File: src/logic/ccp_pkg.sv
package ccp_pkg;
   // Register byte offsets on the bus
   localparam logic [7:0] OFF_MODE  = 8'h00;
   localparam logic [7:0] OFF_CAP   = 8'h04;
   localparam logic [7:0] OFF_LOW   = 8'h08;
   localparam logic [7:0] OFF_HIGH  = 8'h0c;
   localparam logic [7:0] OFF_TMRS  = 8'h10;
   // Field positions
   localparam int EN_BIT  = 7;
   localparam int OUT_BIT = 5;
   localparam int FMT_BIT = 4;
   // Reset values
   localparam logic [7:0] MODE_RST = 8'h00;
   localparam logic [3:0] CAP_RST  = 4'h0;
   localparam logic [7:0] VAL_RST  = 8'h00;
   localparam logic [7:0] TMRS_RST = 8'h55;
   // Capture source codes
   localparam logic [3:0] SRC_MAX  = 4'h8;
   localparam int         SRC_NUM  = 9;
   // Capture prescale counts
   localparam logic [3:0] PRE_16   = 4'hf;
   localparam logic [3:0] PRE_4    = 4'h3;
   // Timer selection codes
   localparam logic [1:0] TSEL_A   = 2'h0;
   localparam logic [1:0] TSEL_B   = 2'h1;
   localparam logic [1:0] TSEL_C   = 2'h2;

   typedef enum logic [3:0] {
      CCP_OFF        = 4'b0000,
      CCP_CMP_TGL_CL = 4'b0001,
      CCP_CMP_TGL    = 4'b0010,
      CCP_CAP_BOTH   = 4'b0011,
      CCP_CAP_FALL   = 4'b0100,
      CCP_CAP_RISE   = 4'b0101,
      CCP_CAP_RISE4  = 4'b0110,
      CCP_CAP_RISE16 = 4'b0111,
      CCP_CMP_SET    = 4'b1000,
      CCP_CMP_CLR    = 4'b1001,
      CCP_CMP_PLS    = 4'b1010,
      CCP_CMP_PLS_CL = 4'b1011,
      CCP_RSV_C      = 4'b1100,
      CCP_RSV_D      = 4'b1101,
      CCP_RSV_E      = 4'b1110,
      CCP_PWM        = 4'b1111
   } ccp_mode_t;
endpackage

File: src/logic/ccp_capture_edge.sv
`timescale 1ns/1ns
module ccp_capture_edge #(
   parameter int N = ccp_pkg::SRC_NUM
) (
   input  wire logic         clk,
   input  wire logic         rst_n,
   input  wire logic [N-1:0] raw_in,
   input  wire logic [3:0]   src_sel,
   input  wire logic [3:0]   mode,
   input  wire logic         active,
   output logic              cap_q
);
   logic [N-1:0] sync1_q;
   logic [N-1:0] sync2_q;
   logic         prev_q;
   logic [3:0]   cnt_q;
   logic         sel;
   logic         src_ok;
   logic         rise;
   logic         fall;

   always_ff @(posedge clk) begin
      if (!rst_n) begin
         sync1_q <= '0;
         sync2_q <= '0;
      end else begin
         sync1_q <= raw_in;
         sync2_q <= sync1_q;
      end
   end

   always_comb begin
      src_ok = (src_sel <= ccp_pkg::SRC_MAX);
      sel    = src_ok ? sync2_q[src_sel] : 1'b0;
      rise   = src_ok && sel && !prev_q;
      fall   = src_ok && !sel && prev_q;
   end

   always_ff @(posedge clk) begin
      if (!rst_n) begin
         prev_q <= 1'b0;
      end else begin
         prev_q <= sel;
      end
   end

   // Prescale counter for the every-4th and every-16th modes
   always_ff @(posedge clk) begin
      if (!rst_n || !active) begin
         cnt_q <= '0;
      end else if (rise) begin
         cnt_q <= cnt_q + 4'h1;
      end
   end

   always_ff @(posedge clk) begin
      if (!rst_n || !active) begin
         cap_q <= 1'b0;
      end else begin
         case (mode)
            ccp_pkg::CCP_CAP_RISE16: cap_q <= rise && (cnt_q == ccp_pkg::PRE_16);
            ccp_pkg::CCP_CAP_RISE4:  cap_q <= rise && (cnt_q[1:0] == ccp_pkg::PRE_4[1:0]);
            ccp_pkg::CCP_CAP_RISE:   cap_q <= rise;
            ccp_pkg::CCP_CAP_FALL:   cap_q <= fall;
            ccp_pkg::CCP_CAP_BOTH:   cap_q <= rise || fall;
            default:                 cap_q <= 1'b0;
         endcase
      end
   end

   a_cap_only_active: assert property (@(posedge clk) disable iff (!rst_n)
      cap_q |-> $past(active)) else $error("capture while inactive");
endmodule

File: src/logic/ccp_unit.sv
`timescale 1ns/1ns
module ccp_unit #(
   parameter int UNIT = 0
) (
   input  wire logic        clk,
   input  wire logic        rst_n,
   input  wire logic        psel,
   input  wire logic        penable,
   input  wire logic        pwrite,
   input  wire logic [7:0]  paddr,
   input  wire logic [31:0] pwdata,
   output logic [31:0]      prdata,
   output logic             pready,
   output logic             pslverr,
   input  wire logic [15:0] sixteen_bit_timer_0,
   input  wire logic [15:0] sixteen_bit_timer_1,
   input  wire logic [15:0] sixteen_bit_timer_3,
   input  wire logic [15:0] sixteen_bit_timer_5,
   input  wire logic [7:0]  period_timer_2,
   input  wire logic [7:0]  period_timer_4,
   input  wire logic [7:0]  period_timer_6,
   input  wire logic [7:0]  period_register_2,
   input  wire logic [7:0]  period_register_4,
   input  wire logic [7:0]  period_register_6,
   input  wire logic        period_tick_2,
   input  wire logic        period_tick_4,
   input  wire logic        period_tick_6,
   input  wire logic        adc_source_is_unit,
   input  wire logic        routed_pin_input,
   input  wire logic        comparator_1_output,
   input  wire logic        comparator_2_output,
   input  wire logic        numeric_oscillator_output,
   input  wire logic        pin_change_event,
   input  wire logic [3:0]  logic_cell_output,
   output logic             ccp_out,
   output logic             ccp_oe,
   output logic             match_event_flag,
   output logic             adc_trigger,
   output logic             timer_clear,
   output logic [1:0]       timer_clear_sel,
   output logic             period_clear
);
   logic [7:0]  mode_control_q;
   logic [3:0]  capture_source_field_q;
   logic [7:0]  value_low_byte_q;
   logic [7:0]  value_high_byte_q;
   logic [7:0]  unit_timer_select_q;
   logic        out_q;
   logic        pulse_q;
   logic        eq_prev_q;
   logic [1:0]  phase_q;
   logic [9:0]  duty_q;
   logic [31:0] prdata_q;
   logic        pready_q;
   logic        pslverr_q;
   logic        oe_q;
   logic        event_q;
   logic        adc_q;
   logic        tclr_q;
   logic        pclr_q;

   logic        unit_enable_bit;
   logic        width_alignment_bit;
   ccp_pkg::ccp_mode_t function_code;
   logic [1:0]  timer_selection_field;
   logic        active;
   logic [15:0] ctimer;
   logic [7:0]  ptimer;
   logic [7:0]  pperiod;
   logic        ptick;
   logic [9:0]  pulse_width_value;
   logic        is_cmp;
   logic        is_cap;
   logic        is_pwm;
   logic        eq;
   logic        match;
   logic        cap_ev;
   logic        pwm_end;
   logic        pwm_hit;
   logic        wr_en;
   logic        rd_en;
   logic [8:0]  cap_raw;

   // Selection field of this unit in the shared register
   function automatic logic [1:0] tsel_field(input logic [7:0] r, input int u);
      tsel_field = r[2*u +: 2];
   endfunction

   function automatic logic mode_is_cmp(input ccp_pkg::ccp_mode_t m);
      case (m)
         ccp_pkg::CCP_CMP_TGL_CL, ccp_pkg::CCP_CMP_TGL, ccp_pkg::CCP_CMP_SET,
         ccp_pkg::CCP_CMP_CLR, ccp_pkg::CCP_CMP_PLS, ccp_pkg::CCP_CMP_PLS_CL: mode_is_cmp = 1'b1;
         default: mode_is_cmp = 1'b0;
      endcase
   endfunction

   function automatic logic mode_is_cap(input ccp_pkg::ccp_mode_t m);
      case (m)
         ccp_pkg::CCP_CAP_BOTH, ccp_pkg::CCP_CAP_FALL, ccp_pkg::CCP_CAP_RISE,
         ccp_pkg::CCP_CAP_RISE4, ccp_pkg::CCP_CAP_RISE16: mode_is_cap = 1'b1;
         default: mode_is_cap = 1'b0;
      endcase
   endfunction

   always_comb begin
      unit_enable_bit       = mode_control_q[ccp_pkg::EN_BIT];
      width_alignment_bit   = mode_control_q[ccp_pkg::FMT_BIT];
      function_code         = ccp_pkg::ccp_mode_t'(mode_control_q[3:0]);
      timer_selection_field = tsel_field(unit_timer_select_q, UNIT);
      active = unit_enable_bit && (function_code != ccp_pkg::CCP_OFF);
      is_cmp = active && mode_is_cmp(function_code);
      is_cap = active && mode_is_cap(function_code);
      is_pwm = active && (function_code == ccp_pkg::CCP_PWM);
   end

   // Timer routing by selection code
   always_comb begin
      case (timer_selection_field)
         ccp_pkg::TSEL_A: ctimer = sixteen_bit_timer_0;
         ccp_pkg::TSEL_B: ctimer = sixteen_bit_timer_1;
         ccp_pkg::TSEL_C: ctimer = sixteen_bit_timer_3;
         default:         ctimer = sixteen_bit_timer_5;
      endcase
      case (timer_selection_field)
         ccp_pkg::TSEL_A, ccp_pkg::TSEL_B: begin
            ptimer  = period_timer_2;
            pperiod = period_register_2;
            ptick   = period_tick_2;
         end
         ccp_pkg::TSEL_C: begin
            ptimer  = period_timer_4;
            pperiod = period_register_4;
            ptick   = period_tick_4;
         end
         default: begin
            ptimer  = period_timer_6;
            pperiod = period_register_6;
            ptick   = period_tick_6;
         end
      endcase
   end

   // Duty value from the register pair by alignment
   always_comb begin
      if (width_alignment_bit) begin
         pulse_width_value = {value_high_byte_q, value_low_byte_q[7:6]};
      end else begin
         pulse_width_value = {value_high_byte_q[1:0], value_low_byte_q};
      end
   end

   always_comb begin
      eq      = ({value_high_byte_q, value_low_byte_q} == ctimer);
      match   = is_cmp && eq && !eq_prev_q;
      pwm_end = is_pwm && ptick && (ptimer == pperiod);
      pwm_hit = is_pwm && ({ptimer, phase_q} == duty_q - 10'h001); // Output flop lags one count
   end

   assign cap_raw = {logic_cell_output, pin_change_event, numeric_oscillator_output,
                     comparator_2_output, comparator_1_output, routed_pin_input};

   ccp_capture_edge #(
      .N(ccp_pkg::SRC_NUM)
   ) u_cap (
      .clk     (clk),
      .rst_n   (rst_n),
      .raw_in  (cap_raw),
      .src_sel (capture_source_field_q),
      .mode    (function_code),
      .active  (is_cap),
      .cap_q   (cap_ev)
   );

   // APB slave: ready in the first access cycle
   always_comb begin
      wr_en = psel && penable && pready_q && pwrite;
      rd_en = psel && !penable;
   end

   always_ff @(posedge clk) begin
      if (!rst_n) begin
         pready_q  <= 1'b0;
         pslverr_q <= 1'b0;
         prdata_q  <= '0;
      end else begin
         pready_q  <= rd_en;
         pslverr_q <= 1'b0;
         prdata_q  <= '0;
         if (rd_en) begin
            case (paddr)
               ccp_pkg::OFF_MODE: prdata_q <= {24'h0, mode_control_q[7], 1'b0, out_q,
                                               mode_control_q[4:0]};
               ccp_pkg::OFF_CAP:  prdata_q <= {28'h0, capture_source_field_q};
               ccp_pkg::OFF_LOW:  prdata_q <= {24'h0, value_low_byte_q};
               ccp_pkg::OFF_HIGH: prdata_q <= {24'h0, value_high_byte_q};
               ccp_pkg::OFF_TMRS: prdata_q <= {24'h0, unit_timer_select_q};
               default:           pslverr_q <= 1'b1;
            endcase
         end
      end
   end

   always_ff @(posedge clk) begin
      if (!rst_n) begin
         mode_control_q         <= ccp_pkg::MODE_RST;
         capture_source_field_q <= ccp_pkg::CAP_RST;
         unit_timer_select_q    <= ccp_pkg::TMRS_RST;
      end else if (wr_en) begin
         case (paddr)
            ccp_pkg::OFF_MODE: mode_control_q <= {pwdata[7], 2'b00, pwdata[4:0]};
            ccp_pkg::OFF_CAP:  capture_source_field_q <= pwdata[3:0];
            ccp_pkg::OFF_TMRS: unit_timer_select_q <= pwdata[7:0];
            default: ;
         endcase
      end
   end

   // Value pair: capture hardware wins over a software write
   always_ff @(posedge clk) begin
      if (!rst_n) begin
         value_low_byte_q  <= ccp_pkg::VAL_RST;
         value_high_byte_q <= ccp_pkg::VAL_RST;
      end else if (cap_ev && is_cap) begin
         value_low_byte_q  <= ctimer[7:0];
         value_high_byte_q <= ctimer[15:8];
      end else if (wr_en && paddr == ccp_pkg::OFF_LOW) begin
         value_low_byte_q  <= pwdata[7:0];
      end else if (wr_en && paddr == ccp_pkg::OFF_HIGH) begin
         value_high_byte_q <= pwdata[7:0];
      end
   end

   always_ff @(posedge clk) begin
      if (!rst_n || !is_cmp) begin
         eq_prev_q <= 1'b0;
      end else begin
         eq_prev_q <= eq;
      end
   end

   // Time base low bits run on the system clock
   always_ff @(posedge clk) begin
      if (!rst_n || !is_pwm || ptick) begin
         phase_q <= '0;
      end else begin
         phase_q <= phase_q + 2'h1;
      end
   end

   always_ff @(posedge clk) begin
      if (!rst_n || !active) begin
         duty_q <= '0;
      end else if (pwm_end) begin
         duty_q <= pulse_width_value;
      end
   end

   // Output level
   always_ff @(posedge clk) begin
      if (!rst_n || !active) begin
         out_q   <= 1'b0;
         pulse_q <= 1'b0;
      end else begin
         pulse_q <= 1'b0;
         if (pulse_q) begin
            out_q <= 1'b0;
         end
         if (match) begin
            case (function_code)
               ccp_pkg::CCP_CMP_PLS_CL, ccp_pkg::CCP_CMP_PLS: begin
                  out_q   <= 1'b1;
                  pulse_q <= 1'b1;
               end
               ccp_pkg::CCP_CMP_CLR:    out_q <= 1'b0;
               ccp_pkg::CCP_CMP_SET:    out_q <= 1'b1;
               ccp_pkg::CCP_CMP_TGL, ccp_pkg::CCP_CMP_TGL_CL: out_q <= !out_q;
               default: ;
            endcase
         end
         if (pwm_end) begin
            out_q <= (pulse_width_value != '0);
         end else if (pwm_hit) begin
            out_q <= 1'b0;
         end
      end
   end

   // Events, timer clears and converter trigger
   always_ff @(posedge clk) begin
      if (!rst_n) begin
         event_q         <= 1'b0;
         adc_q           <= 1'b0;
         tclr_q          <= 1'b0;
         pclr_q          <= 1'b0;
         oe_q            <= 1'b0;
         timer_clear_sel <= '0;
      end else begin
         event_q <= match || (cap_ev && is_cap) || pwm_end;
         adc_q   <= adc_source_is_unit && (match || (cap_ev && is_cap) || pwm_end);
         tclr_q  <= match && (function_code == ccp_pkg::CCP_CMP_PLS_CL ||
                              function_code == ccp_pkg::CCP_CMP_TGL_CL);
         pclr_q  <= pwm_end;
         oe_q    <= is_cmp || is_pwm;
         timer_clear_sel <= timer_selection_field;
      end
   end

   assign ccp_out          = out_q;
   assign ccp_oe           = oe_q;
   assign match_event_flag = event_q;
   assign adc_trigger      = adc_q;
   assign timer_clear      = tclr_q;
   assign period_clear     = pclr_q;
   assign prdata           = prdata_q;
   assign pready           = pready_q;
   assign pslverr          = pslverr_q;

   a_reset_pin_input: assert property (@(posedge clk)
      !rst_n |=> !ccp_oe && !ccp_out) else $error("pin not input after reset");
   a_disable_quiet: assert property (@(posedge clk) disable iff (!rst_n)
      !unit_enable_bit ##1 !unit_enable_bit |-> !ccp_out && !match_event_flag) else $error("disabled unit active");
   a_bit6_zero: assert property (@(posedge clk) disable iff (!rst_n)
      !mode_control_q[6] && !mode_control_q[5]) else $error("bit 6 or stored bit 5 set");
   a_pulse_shape: assert property (@(posedge clk) disable iff (!rst_n)
      match && function_code == ccp_pkg::CCP_CMP_PLS && !pwm_end |=> ccp_out ##1 !ccp_out)
      else $error("pulse shape wrong");
   a_clear_low: assert property (@(posedge clk) disable iff (!rst_n)
      match && function_code == ccp_pkg::CCP_CMP_CLR |=> !ccp_out) else $error("clear on match failed");
   a_toggle_clr: assert property (@(posedge clk) disable iff (!rst_n)
      match && function_code == ccp_pkg::CCP_CMP_TGL_CL |=> timer_clear && ccp_out != $past(ccp_out))
      else $error("toggle with clear failed");
   a_event_flag: assert property (@(posedge clk) disable iff (!rst_n)
      (match || pwm_end) |=> match_event_flag && (adc_trigger == $past(adc_source_is_unit)))
      else $error("event flag missing");
   a_cap_store: assert property (@(posedge clk) disable iff (!rst_n)
      cap_ev && is_cap |=> {value_high_byte_q, value_low_byte_q} == $past(ctimer))
      else $error("capture value wrong");
   a_pwm_zero: assert property (@(posedge clk) disable iff (!rst_n)
      pwm_end && pulse_width_value == '0 |=> !ccp_out && period_clear) else $error("zero duty set pin");
   a_pwm_hit: assert property (@(posedge clk) disable iff (!rst_n)
      pwm_hit && !pwm_end |=> !ccp_out) else $error("duty match kept pin");
   a_reserved_none: assert property (@(posedge clk) disable iff (!rst_n)
      function_code inside {ccp_pkg::CCP_RSV_C, ccp_pkg::CCP_RSV_D, ccp_pkg::CCP_RSV_E}
      ##1 $stable(function_code) |-> !match_event_flag) else $error("event in reserved mode");
endmodule

File: config.mk
export PLATFORM = sky130hd
export DESIGN_NAME = ccp_unit
export DESIGN_NICKNAME = d
export VERILOG_FILES = /design/src/logic/ccp_pkg.sv /design/src/logic/ccp_capture_edge.sv /design/src/logic/ccp_unit.sv
export SDC_FILE = /design/constraint.sdc
export NUM_CORES = 1
export LEC_CHECK = 0
export BUFFER_PORTS_ARGS = -buffer_cell sky130_fd_sc_hd__buf_4
export CORE_MARGIN = 2
export CORE_UTILIZATION = 52
export CTS_BUF_LIST = sky130_fd_sc_hd__clkbuf_16
export DETAILED_ROUTE_END_ITERATION = 7
export MAX_ROUTING_LAYER = met4
export PLACE_DENSITY = 0.85
export SYNTH_ARGS = -nofsm -noshare
export SYNTH_HDL_FRONTEND = slang
export SYNTH_HIERARCHICAL = 1
export SYNTH_SLANG_ARGS = --single-unit
export TNS_END_PERCENT = 10
File: constraint.sdc
create_clock -name clk -period 4.8 [get_ports clk]
set_input_delay 0.72 -clock clk [delete_from_list [all_inputs] [get_ports clk]]
set_output_delay 0.72 -clock clk [all_outputs]
set_load 0.01 [all_outputs]
After elaboration in Yosys (flattened, before gate mapping)
Index checks and enable logic that the tools add are counted.

Register bits: 114. Input bits: 170. Output and inout bits: 42. Word-level logic and storage cells: 141.

$add $sub $neg: 3. Magnitude comparators: 2. Equality and inequality tests: 24. Mux-type cells: 24. Bitwise logic cells: 1. Reductions and logical operators: 63.

Operator list (count): $pmux W16 S3 (1); $mux W8 (5); $pmux W8 S5 (1); $pmux W8 S2 (2); $eq A4 B4 Y1 const B (6); $logic_and A1 B1 Y1 (24); $eq A16 B16 Y1 (1); $eq A4 B3 Y1 const B (4); $eq A8 B4 Y1 const B (2); $eq A10 B10 Y1 (1); $logic_not A1 Y1 (10); $logic_or A1 B1 Y1 (10); $mux W1 (10); $mux W10 (1); $reduce_and A2 Y1 (5); $reduce_bool A10 Y1 (1); $reduce_or A5 Y1 (2); $sub A10 B1 Y10 const B (1); $eq A4 B2 Y1 const B (2); $eq A8 B3 Y1 const B (1); $eq A8 B5 Y1 const B (1); $eq A8 B8 Y1 (1); $logic_not A8 Y1 (1); $reduce_or A2 Y1 (4); 18 further kinds (20).

Longest topological paths before layout
Gate-level depths: netlist of the first run.

Depth after elaboration: 9. Depth in mapped cells: 13. Gate-level depth less buffers: 9.

Cells and area by module
Netlist of the first run, hierarchy kept.

By module, submodules not included: ccp_unit (times used 1, cells each 502, area each 4662.0 µm²); ccp_capture_edge (times used 1, cells each 96, area each 964.7 µm²).

Least setup slack after synthesis of the first run
OpenSTA, ideal clock, no wires.

Path kind: input-to-reg. Start: in sixteen_bit_timer_1[10]. End: reg out_q (netlist: ccp_out). Setup time: 0.067 ns. Arrival: 2.479 ns. Setup slack: 2.255 ns. Cell stages on the path: 8. Path buffers: 0. Cell sequence: mux4_1 xnor2_1 nand4_1 nor4_2 nand3b_2 mux2i_1 a211o_2 a21oi_2.

Longest elaborated chain between the ends: 7.

RTL lines: start, declared (RTL line ccp_unit.sv:16) `input wire logic [15:0] sixteen_bit_timer_1,`; $pmux W16 S3 (RTL line ccp_unit.sv:118) `case (timer_selection_field)`; $eq A16 B16 Y1 (RTL line ccp_unit.sv:153) `eq = ({value_high_byte_q, value_low_byte_q} == ctimer);`; $logic_and A1 B1 Y1 (2 in a row) (RTL line ccp_unit.sv:154) `match = is_cmp && eq && !eq_prev_q;`; $mux W1 (RTL line ccp_unit.sv:268) `if (match) begin`; $mux W1 (RTL line ccp_unit.sv:282) `end else if (pwm_hit) begin`; $mux W1 (RTL line ccp_unit.sv:280) `if (pwm_end) begin`; end signal, assigned (RTL line ccp_unit.sv:276) `ccp_pkg::CCP_CMP_TGL, ccp_pkg::CCP_CMP_TGL_CL: out_q <= !out_q;`; end signal, assigned (RTL line ccp_unit.sv:281) `out_q <= (pulse_width_value != '0);`; end, declared (RTL line ccp_unit.sv:48) `logic out_q;`.

Every way passes these cells. A chain may end at the register's enable or synchronous reset.

Final worst setup path of the first run
Start: reg unit_timer_select_q[1]. End: reg duty_q[1].

Longest elaborated chain between the ends: 5.

RTL lines: start, declared (RTL line ccp_unit.sv:47) `logic [7:0] unit_timer_select_q;`; start signal, assigned (RTL line ccp_unit.sv:207) `unit_timer_select_q <= ccp_pkg::TMRS_RST;`; start signal, assigned (RTL line ccp_unit.sv:212) `ccp_pkg::OFF_TMRS: unit_timer_select_q <= pwdata[7:0];`; $eq A2 B1 Y1 / $logic_not A2 Y1 (equally long branches) (RTL line ccp_unit.sv:124) `case (timer_selection_field)`; $reduce_or A2 Y1 (RTL line ccp_unit.sv:124); $pmux W8 S2 / $pmux W1 S2 (equally long branches) (RTL line ccp_unit.sv:124); $eq A8 B8 Y1 / $logic_and A1 B1 Y1 (equally long branches) (RTL line ccp_unit.sv:155) `pwm_end = is_pwm && ptick && (ptimer == pperiod);`; $logic_and A1 B1 Y1 (*) (RTL line ccp_unit.sv:155); end signal, assigned (RTL line ccp_unit.sv:254) `duty_q <= pulse_width_value;`; end, declared (RTL line ccp_unit.sv:52) `logic [9:0] duty_q;`.

Every way passes the cells marked *; elsewhere a longest branch is shown, timed or not.

==> results of run 1 <==
final timing paths:
check,from,endpoint,depth (start not counted)
max reg2reg,unit_timer_select_q[1]$_SDFFE_PN0P_,duty_q[1]$_SDFFE_PP0P_,7
min reg2reg,u_cap/sync1_q[6]$_SDFF_PN0_,u_cap/sync2_q[6]$_SDFF_PN0_,1
max,unit_timer_select_q[1]$_SDFFE_PN0P_,duty_q[1]$_SDFFE_PP0P_,7
min,u_cap/sync1_q[6]$_SDFF_PN0_,u_cap/sync2_q[6]$_SDFF_PN0_,1
flip-flops by register name, indices dropped and copies added, names as in the netlist, 2 cells and up:
name and flops:
duty_q 10, u_cap/sync1_q 9, u_cap/sync2_q 9, prdata 8, unit_timer_select_q 8, value_high_byte_q 8
value_low_byte_q 8, mode_control_q 6, capture_source_field_q 4, u_cap/cnt_q 4, phase_q 2, timer_clear_sel 2
power by group:
| group | leakage, nW | switching (W) | internal (W) | total [W] |
|---|---|---|---|---|
| sequential | 0.729 | 0.00000227 | 0.000755 | 0.000757 |
| clock | 0.145 | 0.000317 | 0.000366 | 0.000683 |
| combinational | 2.19 | 0.0000768 | 0.000116 | 0.000193 |
final cells by class:
type | count | share of cell area, %
flip-flops and latches | 90 | 25.6
multi-input cells | 462 | 49.3
repair buffers | 168 | 17.9
clock inverters | 7 | 0.942
well taps | 136 | 2.42
clock buffers | 9 | 3.20
inverters | 11 | 0.586
placed cells by master, fill, tap and decap left out, types with 3 or more instances in the layout:
master,Yosys,layout
mux4_1,15,15
inv_1,10,10
inv_6,0,3
a22oi_1,7,7
nand4_1,4,4
buf_4,25,168
or4_1,3,3
mux2i_1,61,61
and2_1,22,22
clkbuf_16,0,9
conb_1,1,24
nand3_1,12,12
a211oi_1,17,17
xnor2_1,26,26
nor4_1,3,3
nor2b_1,3,3
mux2_2,23,23
o21ai_2,3,3
nor2_1,73,73
dfxtp_1,90,88
nor3b_1,3,3
xor2_1,15,15
nand2_1,41,41
o21ai_0,8,8
o211ai_1,6,6
nor3_1,10,10
a21oi_1,28,28
through the flow:
stage | setup WS [ns] | utilization [%] | area, µm²
after global routing | 1.47 | 67.6 | 7040
after detailed placement | 1.73 | 64.8 | 6750
final | 1.73 | 67.6 | 7040
after CTS | 1.70 | 67.6 | 7040
after global placement | 1.81 | 64.8 | 6750
after floorplan | 2.25 | - | 5710
logic make-up (layout without fill, tap and decap cells):
kind of cell               after synthesis  in the layout  synth area share (%)
other                                    1             24                0.0666
muxes                                  102            102                  23.5
and+or+nand+nor                        195            195                  17.3
DFF                                     90             90                  32.0
buffers and inverters                   69            195                  7.81
AOI/OAI and AO/OA                       98             98                  12.5
xor gates and xnor gates                41             41                  6.38
adders and majority gates                2              2                 0.445
per-layer routing:
metal | wire length [µm] | up-vias
met5 | 0 | -
met4 | 314 | 0
met3 | 842 | 30
met2 | 7410 | 209
met1 | 5680 | 2356
li1 | - | 2406
==> results.cfg, run 1 <==
[final_layout]
nFillCells = 795
drive_gt1_share_pct = 31.2
instances_no_fill = 883
multi_input_area_mm2 = 0.00347
antennaDiodeCount = 0
fin_nets = 914
area_growth_pct = 25.1
register_area_mm2 = 0.00180

[detailed_routing]
ant_nets = 0
drc = 0
drtIter0Drc = 284
vias = 5001
wirelength_mm = 14.2
vias_per_cell = 5.66
first_pass_iters = 5
wl_per_cell_um = 16.1

[critical_path]
path_common_cell = nor2_1
ff2ff_setup_slack_ns = 1.73
critPathTopFamily = simple AND/OR/NAND/NOR gates
required_ns = 5.01
cp.arrival_ns = 3.28
path_cells = nor2_1 -> a21oi_1 -> xnor2_1 -> nand3_1 -> nor3_4 -> mux2i_1 -> nor2_1
worst-setup-path-type = reg -> reg
start_kind = flop
max_stage_delay_ns = 0.96
crit_buf_inv = 0
worst_path_max_delay_cell = dfxtp_2
cp-end-kind = flop
cp_max_fo = 49

[global_routing]
antenna_found_initial = 0
grt_pass1_wl_mm = 22.9
grt_max_degree = 50
overflow = 0
grt_busiest_layer = met2
grt.met1_usage_pct = 29.7
grt_usage_pct = 25.5
grt_use_met2_pct = 44.4
grt_use_met3_pct = 4.58
grt_pass1_vias = 4905

[synth]
yosysSeqAreaShare_pct = 32.0
ys_ff_latch = 90
syn_area_per_cell_um2 = 9.41
ys.flop_type = dfxtp_1
synth_most_common_cell = dfxtp_1
synthCells = 598
yosysTopAreaCellShare_pct = 32.0
yosys_warnings = 6
ys_types = 73
synthTopCellsByArea = dfxtp_1 32%, mux2i_1 11%, mux4_1 7.0%
synth-edff-count = 0
yosysTopAreaCell = dfxtp_1
synthesis.area_mm2 = 0.00563
ys_top_cells_by_count = 90 x dfxtp_1, 73 x nor2_1, 61 x mux2i_1
async_reset_ff_share_pct = 0

[job]
max_cap_viol_count = 0

[power_and_ir_drop]
p_leak_nw = 3.07
power_w = 0.00163
p_per_area_mw_per_mm2 = 232
ir_drop_mv = 0.213

[cts]
clock_sinks = 90
insertion_delay_ns = 0.34
cts_tree = done
cts_setup_buffers = 0
clk_path_buf_depth = 2
clkSlewWorstSetupHoldPaths_ns = 0.07
ctsResizeCount = 0
ctsHoldBuffers = 0
cts_buffers = 9
cts-root-buf = clkbuf_16
ctsHtreeMaxLevel = 3

[floorplan]
die_area_mm2 = 0.0117
die_h_um = 108
rows = 37
die_w_um = 108
core_mm2 = 0.0104
io_pins = 212
start_util_pct = 54.0

[sta]
fin_hold_ws_ns = 0.432
drv_slew = 0
finalHoldViolations = 0
rsz0062_at_grt = no
setup_viol = 0
fin_crit_ns = 3.07
period_share_pct = 64.1
tns_ns = 0
worst_slew_pin_slew_ns = 1.06
clock-skew-final_ns = 0.00763
max-slew-margin-rel_pct = 29.3
fmax_mhz = 325

[placed_design]
io_buffer_count = 163
gp_congestion = 0.885
dp_cells = 867
hpwl_mm = 10.7

[worst_hold_path]
hp-class = reg -> reg

[outcome]
status = finished, final reports clean
Power figures use the tool's default switching activity.
==> run 2: changes to the inputs <==
--- a/config.mk
+++ b/config.mk
@@ -7,11 +7,11 @@
 export LEC_CHECK = 0
 export BUFFER_PORTS_ARGS = -buffer_cell sky130_fd_sc_hd__buf_4
 export CORE_MARGIN = 2
-export CORE_UTILIZATION = 52
+export CORE_UTILIZATION = 50
 export CTS_BUF_LIST = sky130_fd_sc_hd__clkbuf_16
 export DETAILED_ROUTE_END_ITERATION = 7
 export MAX_ROUTING_LAYER = met4
-export PLACE_DENSITY = 0.85
+export PLACE_DENSITY = 0.82
 export SYNTH_ARGS = -nofsm -noshare
 export SYNTH_HDL_FRONTEND = slang
 export SYNTH_HIERARCHICAL = 1
==> constraint.sdc (replaced) <==
create_clock -name clk -period 3.04 [get_ports clk]
set_input_delay 0.456 -clock clk [delete_from_list [all_inputs] [get_ports clk]]
set_output_delay 0.456 -clock clk [all_outputs]
set_load 0.01 [all_outputs]
==> results.cfg, run 2 (synthesized netlist as in run 1, its figures left out) <==
[outcome]
status = finished, final reports clean

[final_layout]
top_register = duty_q
largest_register_ffs = 10
antennaDiodeCount = 0
drive_gt1_share_pct = 31.8
fin_nets = 921
reg_top3 = duty_q: 10 flops, u_cap/sync1_q: 9 flops, u_cap/sync2_q: 9 flops
area_growth_pct = 26.2
final_cell_mix = 175 x buf_4, 88 x dfxtp_1, 73 x nor2_1
layout_commonest_cell = buf_4

[global_routing]
grt_usage_pct = 24.8
overflow = 0
grt_pass1_vias = 4873
grt_pass1_wl_mm = 22.7
antenna_found_initial = 0
grt_max_degree = 35

[cts]
cts_buffers = 9
insertion_delay_ns = 0.34
ctsHoldBuffers = 0
clock_sinks = 90
cts_setup_buffers = 0
clkSlewWorstSetupHoldPaths_ns = 0.07
cts-root-buf = clkbuf_16
ctsResizeCount = 0
clk_path_buf_depth = 2
cts_tree = done
ctsHtreeMaxLevel = 3

[power_and_ir_drop]
p_switching_w = 0.000631
p_leak_nw = 3.09
combPwrFrac_pct = 11.8
p_int_w = 0.00195
ir_drop_mv = 0.269
power_w = 0.00258
pwr-share-seq_pct = 46.2
pwr-share-clk_pct = 42.0
switching_share_pct = 24.4
p_per_area_mw_per_mm2 = 364

[sta]
tns_ns = 0
period_share_pct = 93.9
clock-skew-final_ns = 0.00851
max-slew-margin-rel_pct = 43.3
fin_crit_ns = 2.86
setup_viol = 0
finalHoldViolations = 0
fmax_mhz = 350
drv_slew = 0
worst_slew_pin_slew_ns = 0.843
rsz0062_at_grt = no

[critical_path]
r2r_cells = 9
cp-end-kind = flop
ff2ff_setup_slack_ns = 0.18
crit_buf_inv = 1
max_stage_delay_ns = 0.63
worst-setup-path-type = reg -> reg
cp_max_fo = 9
start_kind = flop
worst_path_max_delay_cell = mux4_1
required_ns = 3.31
path_cells = buf_4 -> mux4_1 -> xnor2_1 -> o2111ai_1 -> nor4_2 -> nand3b_2 -> mux2i_1 -> a211o_2 -> a21oi_2
rr_startpoint = unit_timer_select_q[0]$_SDFFE_PN1P_
r2r-end = ccp_out$_SDFF_PP0_
cp.arrival_ns = 3.12
critPathTopFamily = multiplexers

[detailed_routing]
drc = 0
vias_per_cell = 5.72
drtIter0Drc = 203
first_pass_iters = 5
wirelength_mm = 14.6
wl_per_cell_um = 16.4
vias = 5114
ant_nets = 0

[placed_design]
gp_congestion = 0.913
hpwl_mm = 10.9
io_buffer_count = 163

[floorplan]
core_mm2 = 0.0109
rows = 38
die_w_um = 110
io_pins = 212
start_util_pct = 51.7
die_area_mm2 = 0.0121
die_h_um = 110

[worst_hold_path]
hp-class = in -> reg
hold_path.startpoint = penable
whs_endpoint = pready$_SDFF_PN0_
min_path_cells = 2

[job]
max_cap_viol_count = 0
-- run 2: worst max-delay path by stage --
stage	startpoint	end	depth (start not counted)	slack, ns
detailed placement	unit_timer_select_q[0]$_SDFFE_PN1P_	ccp_out$_SDFF_PP0_	9	0.30
global placement	sixteen_bit_timer_1[3]	ccp_out$_SDFF_PP0_	9	0.39
floorplan	unit_timer_select_q[0]$_SDFFE_PN1P_	ccp_out$_SDFF_PP0_	10	0.67
finish	unit_timer_select_q[0]$_SDFFE_PN1P_	ccp_out$_SDFF_PP0_	9	0.18
CTS	unit_timer_select_q[0]$_SDFFE_PN1P_	ccp_out$_SDFF_PP0_	9	0.22
global route	unit_timer_select_q[0]$_SDFFE_PN1P_	ccp_out$_SDFF_PP0_	9	0.05
-- run 2: power groups by stage --
stage	clock network, W	logic [W]	registers [W]
detailed placement	0	0.000303	0.00122
floorplan	0	0.000149	0.00122
global route	0.00115	0.000330	0.00120
CTS	0.00110	0.000304	0.00119
global placement	0	0.000296	0.00122
finish	0.00108	0.000305	0.00119
-- run 2: stage by stage --
step | utilization (%) | hold slack (ns) | cells | worst slack (ns) | cell area, µm²
after floorplan | - | 0.412 | 621 | 0.675 | 5710
after global placement | 62.5 | 0.418 | 878 | 0.389 | 6810
after CTS | 65.2 | 0.310 | 894 | 0.222 | 7100
after global routing | 65.2 | 0.306 | 894 | 0.0548 | 7100
after detailed placement | 62.5 | 0.422 | 878 | 0.301 | 6810
final | 65.2 | 0.315 | 894 | 0.184 | 7100
-- run 2: metal layers --
metal  part of all wire, %  GRT usage (%)
met5                     0              -
met1                    39           28.8
met2                    52           42.5
met4                   2.8           9.58
met3                   5.5           4.88
-- run 2: area by class of cell --
class,count,area (µm²)
Fill cell,870,3790
Multi-Input combinational cell,462,3470
Sequential cell,90,1800
Timing Repair Buffer,175,1310
Clock buffer,9,225
Tap cell,140,175
Clock inverter,7,66.3
Inverter,11,41.3
